**config.mk**
```make
export PLATFORM = sky130hd
export DESIGN_NAME = pfc_port
export DESIGN_NICKNAME = d
export VERILOG_FILES = /design/src/hdl/pfc_pkg.sv /design/src/hdl/pfc_pin_cell.sv /design/src/hdl/pfc_port.sv
export SDC_FILE = /design/constraint.sdc
export NUM_CORES = 1
export LEC_CHECK = 0
export CELL_PAD_IN_SITES_DETAIL_PLACEMENT = 1
export CELL_PAD_IN_SITES_GLOBAL_PLACEMENT = 2
export CORE_MARGIN = 4
export CORE_UTILIZATION = 40
export CTS_CLUSTER_DIAMETER = 200
export DETAILED_ROUTE_END_ITERATION = 7
export DONT_BUFFER_PORTS = 1
export PLACE_DENSITY_LB_ADDON = 0.1
export SLEW_MARGIN = 0
export SYNTH_ARGS = -nofsm -noshare
export SYNTH_HDL_FRONTEND = slang
export SYNTH_SLANG_ARGS = --single-unit
```
**constraint.sdc**
```tcl
create_clock -name i_clk -period 1.4 [get_ports i_clk]
set_input_delay 0.07 -clock i_clk [delete_from_list [all_inputs] [get_ports i_clk]]
set_output_delay 0.07 -clock i_clk [all_outputs]
set_load 0.02 [all_outputs]
```
**src/hdl/pfc_pkg.sv**
```systemverilog
// Package: register map, reset values and pin drive carrier for the port
package pfc_pkg;

   // Register byte addresses
   localparam logic [15:0] ADDR_DATA     = 16'hF278;
   localparam logic [15:0] ADDR_DIR      = 16'hF279;
   localparam logic [15:0] ADDR_CFG_LOW  = 16'hF27A;
   localparam logic [15:0] ADDR_CFG_HIGH = 16'hF27B;

   // Reset values
   localparam logic [7:0]  RST_DATA      = 8'h00;
   localparam logic [7:0]  RST_DIR       = 8'h00;
   localparam logic [7:0]  RST_CFG_LOW   = 8'h00;
   localparam logic [7:0]  RST_CFG_HIGH  = 8'h00;
   localparam logic [15:0] RDATA_NONE    = 16'h0000;
   localparam logic [7:0]  RST_PADS      = 8'h00;

   // Direction bit values
   localparam logic        DIR_OUTPUT    = 1'h0;
   localparam logic        DIR_INPUT     = 1'h1;

   // Number of pins in the port
   localparam int          PIN_COUNT     = 8;

   // Per-pin configuration codes {high bit, low bit}
   typedef enum logic [1:0] {
      CODE_HIZ  = 2'b00,
      CODE_PCH  = 2'b01,
      CODE_NCH  = 2'b10,
      CODE_CMOS = 2'b11
   } pfc_code_t;

   // What one pin cell asks of its pad
   typedef struct packed {
      logic out;
      logic oe;
      logic pull_up;
      logic pull_dn;
   } pfc_drive_t;

endpackage : pfc_pkg

```
**src/hdl/pfc_pin_cell.sv**
```systemverilog
// Pin cell: decodes one pin's code, direction and data into pad controls
`timescale 1ns/1ps
`default_nettype none

module pfc_pin_cell
(
   // Pin configuration
   input  wire logic             i_dir,
   input  wire logic             i_cfg_low,
   input  wire logic             i_cfg_high,
   input  wire logic             i_data,
   // Pad controls
   output pfc_pkg::pfc_drive_t   o_drive
);

   wire pfc_pkg::pfc_code_t code;
   wire logic               is_out;
   wire logic               drv_out;
   wire logic               drv_oe;
   wire logic               drv_up;
   wire logic               drv_dn;

   // Code bit 1 from the high register, bit 0 from the low register
   assign code   = pfc_pkg::pfc_code_t'({i_cfg_high, i_cfg_low});   // [RULE8]
   assign is_out = (i_dir == pfc_pkg::DIR_OUTPUT);                  // [RULE4]

   // Output mode drive; P-channel only pulls high, N-channel only low
   assign drv_oe = is_out &&                                        // [RULE1]
      ((code == pfc_pkg::CODE_CMOS) ||
       ((code == pfc_pkg::CODE_PCH) &&  i_data) ||                  // [RULE10]
       ((code == pfc_pkg::CODE_NCH) && !i_data));                   // [RULE10]
   assign drv_out = (code == pfc_pkg::CODE_CMOS) ? i_data :         // [RULE9]
                    (code == pfc_pkg::CODE_PCH);

   // Input mode pulls; code 11 falls back to plain high impedance
   assign drv_dn = !is_out && (code == pfc_pkg::CODE_PCH);          // [RULE2]
   assign drv_up = !is_out && (code == pfc_pkg::CODE_NCH);  // [RULE2] [RULE3]

   // One driver for the whole carrier, so no field has a second source
   assign o_drive = '{out:     drv_out,
                      oe:      drv_oe,
                      pull_up: drv_up,
                      pull_dn: drv_dn};

endmodule : pfc_pin_cell

`default_nettype wire

```
**src/hdl/pfc_port.sv**
```systemverilog
// Port top: pin drive and pull configuration registers with pad control
//
// Function
// [RULE1] An output-mode pin drives high-Z, P open drain, N open drain or push-pull for codes 00 to 11.
// [RULE2] An input-mode pin is high-Z for 00, pulled down for 01 and pulled up for 10.
// [RULE3] An input-mode pin with code 11 behaves as code 00, with no pull at all.
// [RULE4] Each pin's code is read as drive or pull choice according to its own direction bit.
// [RULE5] Both configuration registers clear to zero at reset, so every pin starts high-Z output.
// [RULE6] The low configuration register sits at F27A, is read/write and takes byte or word access.
// [RULE7] The high configuration register sits at F27B, is read/write and takes byte access.
// [RULE8] Bit n of the high and low registers together form pin n's code only.
// [RULE9] Output pins follow the data register; in input mode data reads return pin levels.
// [RULE10] P open drain drives only a 1 high, N open drain drives only a 0 low, else floats.
`timescale 1ns/1ps
`default_nettype none

module pfc_port
(
   // Clock and reset
   input  wire logic        i_clk,
   input  wire logic        i_nrst,
   // Register port
   input  wire logic [15:0] i_addr,
   input  wire logic [15:0] i_wdata,
   input  wire logic        i_wr,
   input  wire logic        i_rd,
   input  wire logic        i_wide,
   output logic      [15:0] o_rdata,
   // Pads
   input  wire logic [7:0]  i_pin_in,
   output logic      [7:0]  o_pin_out,
   output logic      [7:0]  o_pin_oe,
   output logic      [7:0]  o_pull_up,
   output logic      [7:0]  o_pull_dn
);

   logic [7:0]  data_ff;
   logic [7:0]  dir_ff;
   logic [7:0]  cfg_low_ff;
   logic [7:0]  cfg_high_ff;
   logic [15:0] rdata_ff;
   logic [7:0]  pin_out_ff;
   logic [7:0]  pin_oe_ff;
   logic [7:0]  pull_up_ff;
   logic [7:0]  pull_dn_ff;

   wire logic [7:0]  nxt_data;
   wire logic [7:0]  nxt_dir;
   wire logic [7:0]  nxt_cfg_low;
   wire logic [7:0]  nxt_cfg_high;
   wire logic [15:0] nxt_rdata;
   wire logic [7:0]  nxt_pin_out;
   wire logic [7:0]  nxt_pin_oe;
   wire logic [7:0]  nxt_pull_up;
   wire logic [7:0]  nxt_pull_dn;

   wire logic        hit_data;
   wire logic        hit_dir;
   wire logic        hit_low;
   wire logic        hit_high;
   wire logic        wide_low;
   wire logic        wr_data;
   wire logic        wr_dir;
   wire logic        wr_low;
   wire logic        wr_high_byte;
   wire logic        wr_high_word;
   wire logic [7:0]  data_view;
   wire logic [15:0] rd_word;
   wire logic [15:0] rd_low;
   wire logic [15:0] rd_high;
   wire logic [15:0] rd_data;
   wire logic [15:0] rd_dir;

   // Address decode; a word access is honoured only at the low register
   assign hit_data = (i_addr == pfc_pkg::ADDR_DATA);
   assign hit_dir  = (i_addr == pfc_pkg::ADDR_DIR);
   assign hit_low  = (i_addr == pfc_pkg::ADDR_CFG_LOW);             // [RULE6]
   assign hit_high = (i_addr == pfc_pkg::ADDR_CFG_HIGH);            // [RULE7]
   assign wide_low = hit_low && i_wide;                             // [RULE6]

   // Write enables, one per register byte lane, plus a word enable for the high byte
   assign wr_data      = i_wr && hit_data;
   assign wr_dir       = i_wr && hit_dir;
   assign wr_low       = i_wr && hit_low;                           // [RULE6]
   assign wr_high_byte = i_wr && hit_high;                          // [RULE7]
   assign wr_high_word = i_wr && wide_low;                          // [RULE6]

   // Next register values; a word write at the low address fills both
   assign nxt_data     = wr_data ? i_wdata[7:0] : data_ff;
   assign nxt_dir      = wr_dir  ? i_wdata[7:0] : dir_ff;
   assign nxt_cfg_low  = wr_low  ? i_wdata[7:0] : cfg_low_ff;
   assign nxt_cfg_high = wr_high_word ? i_wdata[15:8] :             // [RULE6]
                         wr_high_byte ? i_wdata[7:0] :              // [RULE7]
                         cfg_high_ff;

   // Input pins read back their level, output pins the stored bit
   assign data_view = (dir_ff & i_pin_in) | (~dir_ff & data_ff);    // [RULE9]

   // Read views of each register, byte views zero-extended to the bus width
   assign rd_word = {cfg_high_ff, cfg_low_ff};                      // [RULE8]
   assign rd_low  = {8'h00, cfg_low_ff};
   assign rd_high = {8'h00, cfg_high_ff};
   assign rd_data = {8'h00, data_view};
   assign rd_dir  = {8'h00, dir_ff};

   // Read mux; unmapped addresses and idle cycles answer zero, so a
   // read value never lingers on the bus beyond its one cycle
   assign nxt_rdata =
      !i_rd    ? pfc_pkg::RDATA_NONE :
      wide_low ? rd_word :                                          // [RULE6]
      hit_low  ? rd_low :
      hit_high ? rd_high :
      hit_data ? rd_data :
      hit_dir  ? rd_dir :
      pfc_pkg::RDATA_NONE;

   // One decode cell per pin, each seeing only its own bits
   genvar gi;
   generate
      for (gi = 0; gi < pfc_pkg::PIN_COUNT; gi = gi + 1)
      begin : g_pin
         pfc_pkg::pfc_drive_t drv;
         pfc_pin_cell u_cell
         (
            .i_dir      (dir_ff[gi]),                               // [RULE4]
            .i_cfg_low  (cfg_low_ff[gi]),                           // [RULE8]
            .i_cfg_high (cfg_high_ff[gi]),                          // [RULE8]
            .i_data     (data_ff[gi]),
            .o_drive    (drv)
         );
         assign nxt_pin_out[gi] = drv.out;
         assign nxt_pin_oe[gi]  = drv.oe;
         assign nxt_pull_up[gi] = drv.pull_up;
         assign nxt_pull_dn[gi] = drv.pull_dn;
      end
   endgenerate

   // Data register; only output-mode pins put it on the pad
   always_ff @(posedge i_clk or negedge i_nrst)
   begin
      if (!i_nrst)
         data_ff <= pfc_pkg::RST_DATA;
      else
         data_ff <= nxt_data;
   end

   // Direction register; all pins start as outputs
   always_ff @(posedge i_clk or negedge i_nrst)
   begin
      if (!i_nrst)
         dir_ff <= pfc_pkg::RST_DIR;
      else
         dir_ff <= nxt_dir;
   end

   // Low code bits; zero config means high-Z output at start
   always_ff @(posedge i_clk or negedge i_nrst)
   begin
      if (!i_nrst)
         cfg_low_ff <= pfc_pkg::RST_CFG_LOW;                        // [RULE5]
      else
         cfg_low_ff <= nxt_cfg_low;
   end

   // High code bits; written by a byte here or a word at the low address
   always_ff @(posedge i_clk or negedge i_nrst)
   begin
      if (!i_nrst)
         cfg_high_ff <= pfc_pkg::RST_CFG_HIGH;                      // [RULE5]
      else
         cfg_high_ff <= nxt_cfg_high;
   end

   // Read data stand for the one cycle after the strobe only
   always_ff @(posedge i_clk or negedge i_nrst)
   begin
      if (!i_nrst)
         rdata_ff <= pfc_pkg::RDATA_NONE;
      else
         rdata_ff <= nxt_rdata;
   end

   // Pad level; don't-care while the pad enable is low
   always_ff @(posedge i_clk or negedge i_nrst)
   begin
      if (!i_nrst)
         pin_out_ff <= pfc_pkg::RST_PADS;
      else
         pin_out_ff <= nxt_pin_out;                                 // [RULE9]
   end

   // Pad enables registered so no decode glitch reaches a pin
   always_ff @(posedge i_clk or negedge i_nrst)
   begin
      if (!i_nrst)
         pin_oe_ff <= pfc_pkg::RST_PADS;                            // [RULE5]
      else
         pin_oe_ff <= nxt_pin_oe;                                   // [RULE1]
   end

   // Pull-up enables; only ever on for input-mode pins
   always_ff @(posedge i_clk or negedge i_nrst)
   begin
      if (!i_nrst)
         pull_up_ff <= pfc_pkg::RST_PADS;
      else
         pull_up_ff <= nxt_pull_up;                                 // [RULE2]
   end

   // Pull-down enables; never together with a pull-up on one pin
   always_ff @(posedge i_clk or negedge i_nrst)
   begin
      if (!i_nrst)
         pull_dn_ff <= pfc_pkg::RST_PADS;
      else
         pull_dn_ff <= nxt_pull_dn;                                 // [RULE2]
   end

   assign o_rdata   = rdata_ff;
   assign o_pin_out = pin_out_ff;
   assign o_pin_oe  = pin_oe_ff;
   assign o_pull_up = pull_up_ff;
   assign o_pull_dn = pull_dn_ff;

endmodule : pfc_port

`default_nettype wire

```
# After elaboration in Yosys (flattened, before gate mapping)
# Cells that the tools add are included.
[classes]
eq_ne = 28
n_mux = 16
n_bitwise = 12
reduce_logical = 71
[ops]
columns = ["operator", "count"]
rows = [
  ["equality test 16 bit, second input constant", 4],
  ["two-way mux 8 bit", 6],
  ["logical AND 1 bit", 46],
  ["equality test 2 bit, second input constant", 16],
  ["two-way mux 16 bit", 2],
  ["AND 8 bit", 2],
  ["equality test 2 x 1 -> 1 bit, second input constant", 8],
  ["logical OR 1 bit", 16],
  ["zero test 1 bit", 8],
  ["two-way mux 1 bit", 8],
  ["inverter 1 bit", 8],
  ["inverter 8 bit", 1],
  ["bitwise OR 8 bit", 1],
  ["nonzero test 2 bit", 1],
]
[totals]
regBits = 80
output_inout_bits = 48
word_cells = 136

# Depth between registers and ports, before layout
[depth]
depth_word = 8
ltp_mapped = 7

# Cells and area by module
# Synthesis repeated with hierarchy kept, for this count alone.
[hier_totals]
cells_unflattened = 317
area_unflattened_um2 = 3639.7
[modules_own_cells]
columns = ["mod", "n_inst", "cells_each", "area_per_inst_um2"]
rows = [
  ["pfc_port", 1, 229, 3099.2],
  ["pfc_pin_cell", 8, 11, 67.6],
]

# Worst setup path before layout
# Ideal clock, no wire load.
[synth_path]
path_kind = "in2reg"
from = "input i_addr[8]"
to = "register data_ff[0]"
setup_ps = 128
arrival_time_ps = 1238
t_required_ps = 1272
slack_ps = 34
stages = 5
path_cell_list = "nand4bb_4 nor4_4 buf_4 nand2_4 mux2_1"
[synth_via]
elab_chain_cells = 2
[synth_rtl]
columns = ["item", "line_no", "text"]
rows = [
  ["start: declaration", "pfc_port.sv:23", "input wire logic [15:0] i_addr,"],
  ["equality test 16 bit", "pfc_port.sv:75", "assign hit_data = (i_addr == pfc_pkg::ADDR_DATA);"],
  ["logical AND 1 bit", "pfc_port.sv:82", "assign wr_data = i_wr && hit_data;"],
  ["end signal: assignment", "pfc_port.sv:142", "data_ff <= pfc_pkg::RST_DATA;"],
  ["end signal: assignment", "pfc_port.sv:144", "data_ff <= nxt_data;"],
  ["end: declaration", "pfc_port.sv:37", "logic [7:0] data_ff;"],
]
# Every way passes these cells.
# A chain may end at the register's enable or synchronous reset.

# Worst setup path after layout
[layout_path]
from = "register dir_ff[3]"
to = "register rdata_ff[3] (netlist: o_rdata[3])"
[layout_via]
elab_chain_cells = 8
elab_cells_between_ends = 10
classes_between = "mux (6); bitwise (4)"
[layout_rtl]
columns = ["item", "line_no", "text"]
rows = [
  ["start: declaration", "pfc_port.sv:38", "logic [7:0] dir_ff;"],
  ["start signal: assignment", "pfc_port.sv:151", "dir_ff <= pfc_pkg::RST_DIR;"],
  ["start signal: assignment", "pfc_port.sv:153", "dir_ff <= nxt_dir;"],
  ["inverter 8 bit", "pfc_port.sv:97", "assign data_view = (dir_ff & i_pin_in) | (~dir_ff & data_ff);"],
  ["AND 8 bit", "pfc_port.sv:97", ""],
  ["bitwise OR 8 bit", "pfc_port.sv:97", ""],
  ["two-way mux 8 bit (*)", "pfc_port.sv:113", "hit_data ? rd_data :"],
  ["two-way mux 8 bit (*)", "pfc_port.sv:112", "hit_high ? rd_high :"],
  ["two-way mux 8 bit (*)", "pfc_port.sv:111", "hit_low ? rd_low :"],
  ["two-way mux 16 bit (*)", "pfc_port.sv:110", "wide_low ? rd_word :"],
  ["two-way mux 16 bit (*)", "pfc_port.sv:109", "!i_rd ? pfc_pkg::RDATA_NONE :"],
  ["net nxt_rdata[3]", "pfc_port.sv:51", "wire logic [15:0] nxt_rdata;"],
  ["end signal: assignment", "pfc_port.sv:178", "rdata_ff <= pfc_pkg::RDATA_NONE;"],
  ["end signal: assignment", "pfc_port.sv:180", "rdata_ff <= nxt_rdata;"],
  ["end: declaration", "pfc_port.sv:41", "logic [15:0] rdata_ff;"],
]
# Mark *: on every way through the listed nets, which the timed path passes. The rest lies on a longest branch.

==> metrics.txt <==
Detailed Route Iter0 Violations=96; Vias per Instance=~5.5; total track usage=a little under a fifth; most common cell in the netlist=dfrtp_1; YS warnings=0; routed len/inst=approximately 21 um; Post-synth EDFFs=0; final WL=~8.3 mm; Finished Cell Area=between 0.003 and 0.004 mm^2; Area growth syn-to-layout=19.4%; Worst setup EP type=register; RSZ-0062 raised after global routing=no; post-cts resize count=0; failing checks=hold timing; FMAX=792 MHz; CP max FO=7; dpl hpwl=between 5 and 6 mm; Die H=just under 100 um; antenna-violating nets left=0; final RePlAce weighted congestion=0.761; Worst-Margin Slew=approximately 0.51 ns; n_diodes=0; Reg-to-Reg Start=dir_ff[3]; Synth cell types=30; row count=32; Hold-fix buffers, CTS=18; Post-Synth Simple-Gate Area=16.5%; drt pass-1 iters=4; CTS tree=done; first-pass GRT wire length=between 10 and 15 mm; setup bufs post-CTS=0; final core occ=49.9%; total power=~4.3 mW; CTS sink count=80; status=finished with violations; number of synthesized register bits=80; crit path launch=dir_ff[3]; Synth area leaders=dfrtp_1 (61%), mux2_2 (7.5%), a22o_1 (4.3%); Starting Density=a little over two fifths; type of the worst setup path=register to register; Worst Path Arrival=1.50 ns; final period demand of the worst path=1.26 ns; final-report hold violation count=80; GRT Residual Overflow=0; sequential share of the synthesized area=about 61%; crit share post-route=90.1%; initial antenna violation count=1; Synth Area in Compound Gates=a little over a tenth; area leader, netlist=dfrtp_1; Synth Area in Adders=0%; DRC=0; mux share of post-synthesis cell area=a little over a tenth; clk_lat worst skew=roughly 0.35 ns; # setup viols final=0; Slew HR=~66%; H-tree depth=3; largest family of logic cells by synthesized area=simple AND/OR/NAND/NOR gates; Synth top cells by count=dfrtp_1 (80), mux2_2 (22), nor2_1 (20), nand2_1 (17); nets=around 350; Clock Path Buffers=2; Clock Skews=around 0.0065 ns; async set-reset flop share out of synthesis=100%; Worst EP required=around 1.6 ns; Root Buffer=clkbuf_8; total CTS buffers=9; startpoint types=register; maximum vdd drop=0.000475 V; Post-Synthesis Cell Area=0.00330 mm^2; xor and xnor area share after synthesis=0%; vias in the first global route=2,437; boundary pin count=slightly above 90; Die ar.=between 0.009 and 0.01 mm^2; Syn Area/Cell=12.7 um^2; via count=around 2,200; pin count of the biggest net entering global routing=roughly 80; Power per Cell Area=approximately 1100 mW/mm^2; MaxCap Viol Count=0; Hold Slack=-0.587 ns; Gate Count Post-Synth=260; Top FF cell, synth=dfrtp_1; setup_tns=0 ns; Hold Path Class=input port to async pin; syn nets=~300; Final Slew Violations=0; port bufs=0; core box area=a little under 0.008 mm^2; area of placed instances=around 0.0035 mm^2; Yosys top cell area share=60.7%; ratio of cells with drive above 1 in the final layout=around a fifth; P_leak=about 2.0 nW; Die Wd=just under 100 um; clk slew on worst S/H paths=0.08 ns
[state kept, by name, summed over array words and instances (netlist names)]
| name | count |
|---|---|
| data_ff | 8 |
| cfg_high_ff | 8 |
| o_pin_oe | 8 |
| o_pull_up | 8 |
| o_rdata | 16 |
| dir_ff | 8 |
| o_pull_dn | 8 |
| cfg_low_ff | 8 |
| o_pin_out | 8 |
[through the flow]
stage                     setup WS, ns  instances
after floorplan                 0.0344        260
after global placement         -0.0240        373
after detailed placement       -0.0972        373
after CTS                        0.143        407
after global routing            0.0532        407
final                            0.138        407
[worst max-delay path: stages, from the launching register on]
cell and delay [ns]:
dfrtp_1 0.45, mux2_2 0.29, a22oi_1 0.13, o21ai_0 0.11, and2_1 0.18
[area by class of cell]
cell class,instances,area (um^2)
fillers,831,3950
flip-flops and latches,80,2000
multi-input cells,170,1250
repair buffers,39,338
clock buffers,10,138
well taps,102,128
clock inverters,6,82.6
[kinds of logic (layout without fill, tap and decap cells)]
family,Yosys count,in the layout
AO/OA/AOI/OAI,49,49
flip-flops,80,80
multiplexers,32,32
AND/OR/NAND/NOR,89,89
buffers and inverters,10,55
[per-layer routing]
layer  wire length [um]  vias up  track usage, %
li1                   -     1007               -
met1               3640     1132            22.8
met2               4080       64            29.2
met3                497       14            5.73
met4                127        2            6.20
met5                  7        -               0
[power by group]
part	switching (mW)	internal (mW)	total (mW)
Sequential	0.000784	2.31	2.31
Combinational	0.0629	0.0708	0.134
Clock	0.829	1.04	1.87
[cells in the final DEF (no fill, tap or decap), drive strengths merged]
cell type    count
a21oi           13
nand2b           9
dfrtp           80
nor2b            1
nor2            20
and3b            8
dlygate4sd3     18
nand2           18
nand3b           3
nand4            1
nor3b            1
o211a            2
a22o            16
o21ai            7
a22oi           11
bufinv           2
clkinv           3
mux2            30
clkbuf          10
nand4bb          2
and3             8
clkinvlp         1
mux2i            2
buf             21
nor4             2
and2            16
[worst paths after layout]
kind | endpoint | slack (ns) | cells past startpoint
max | o_rdata[3] | 0.14 | 4
min | o_rdata[12] | -0.59 | 0
max reg2reg | o_rdata[3] | 0.14 | 4
min reg2reg | o_pull_up[6] | 0.52 | 1
max in group asynchronous | dir_ff[6] | 1.85 | 0
min in group i_clk | o_rdata[7] | 0.06 | 3
Note: power is estimated with default switching activity, not from simulation.
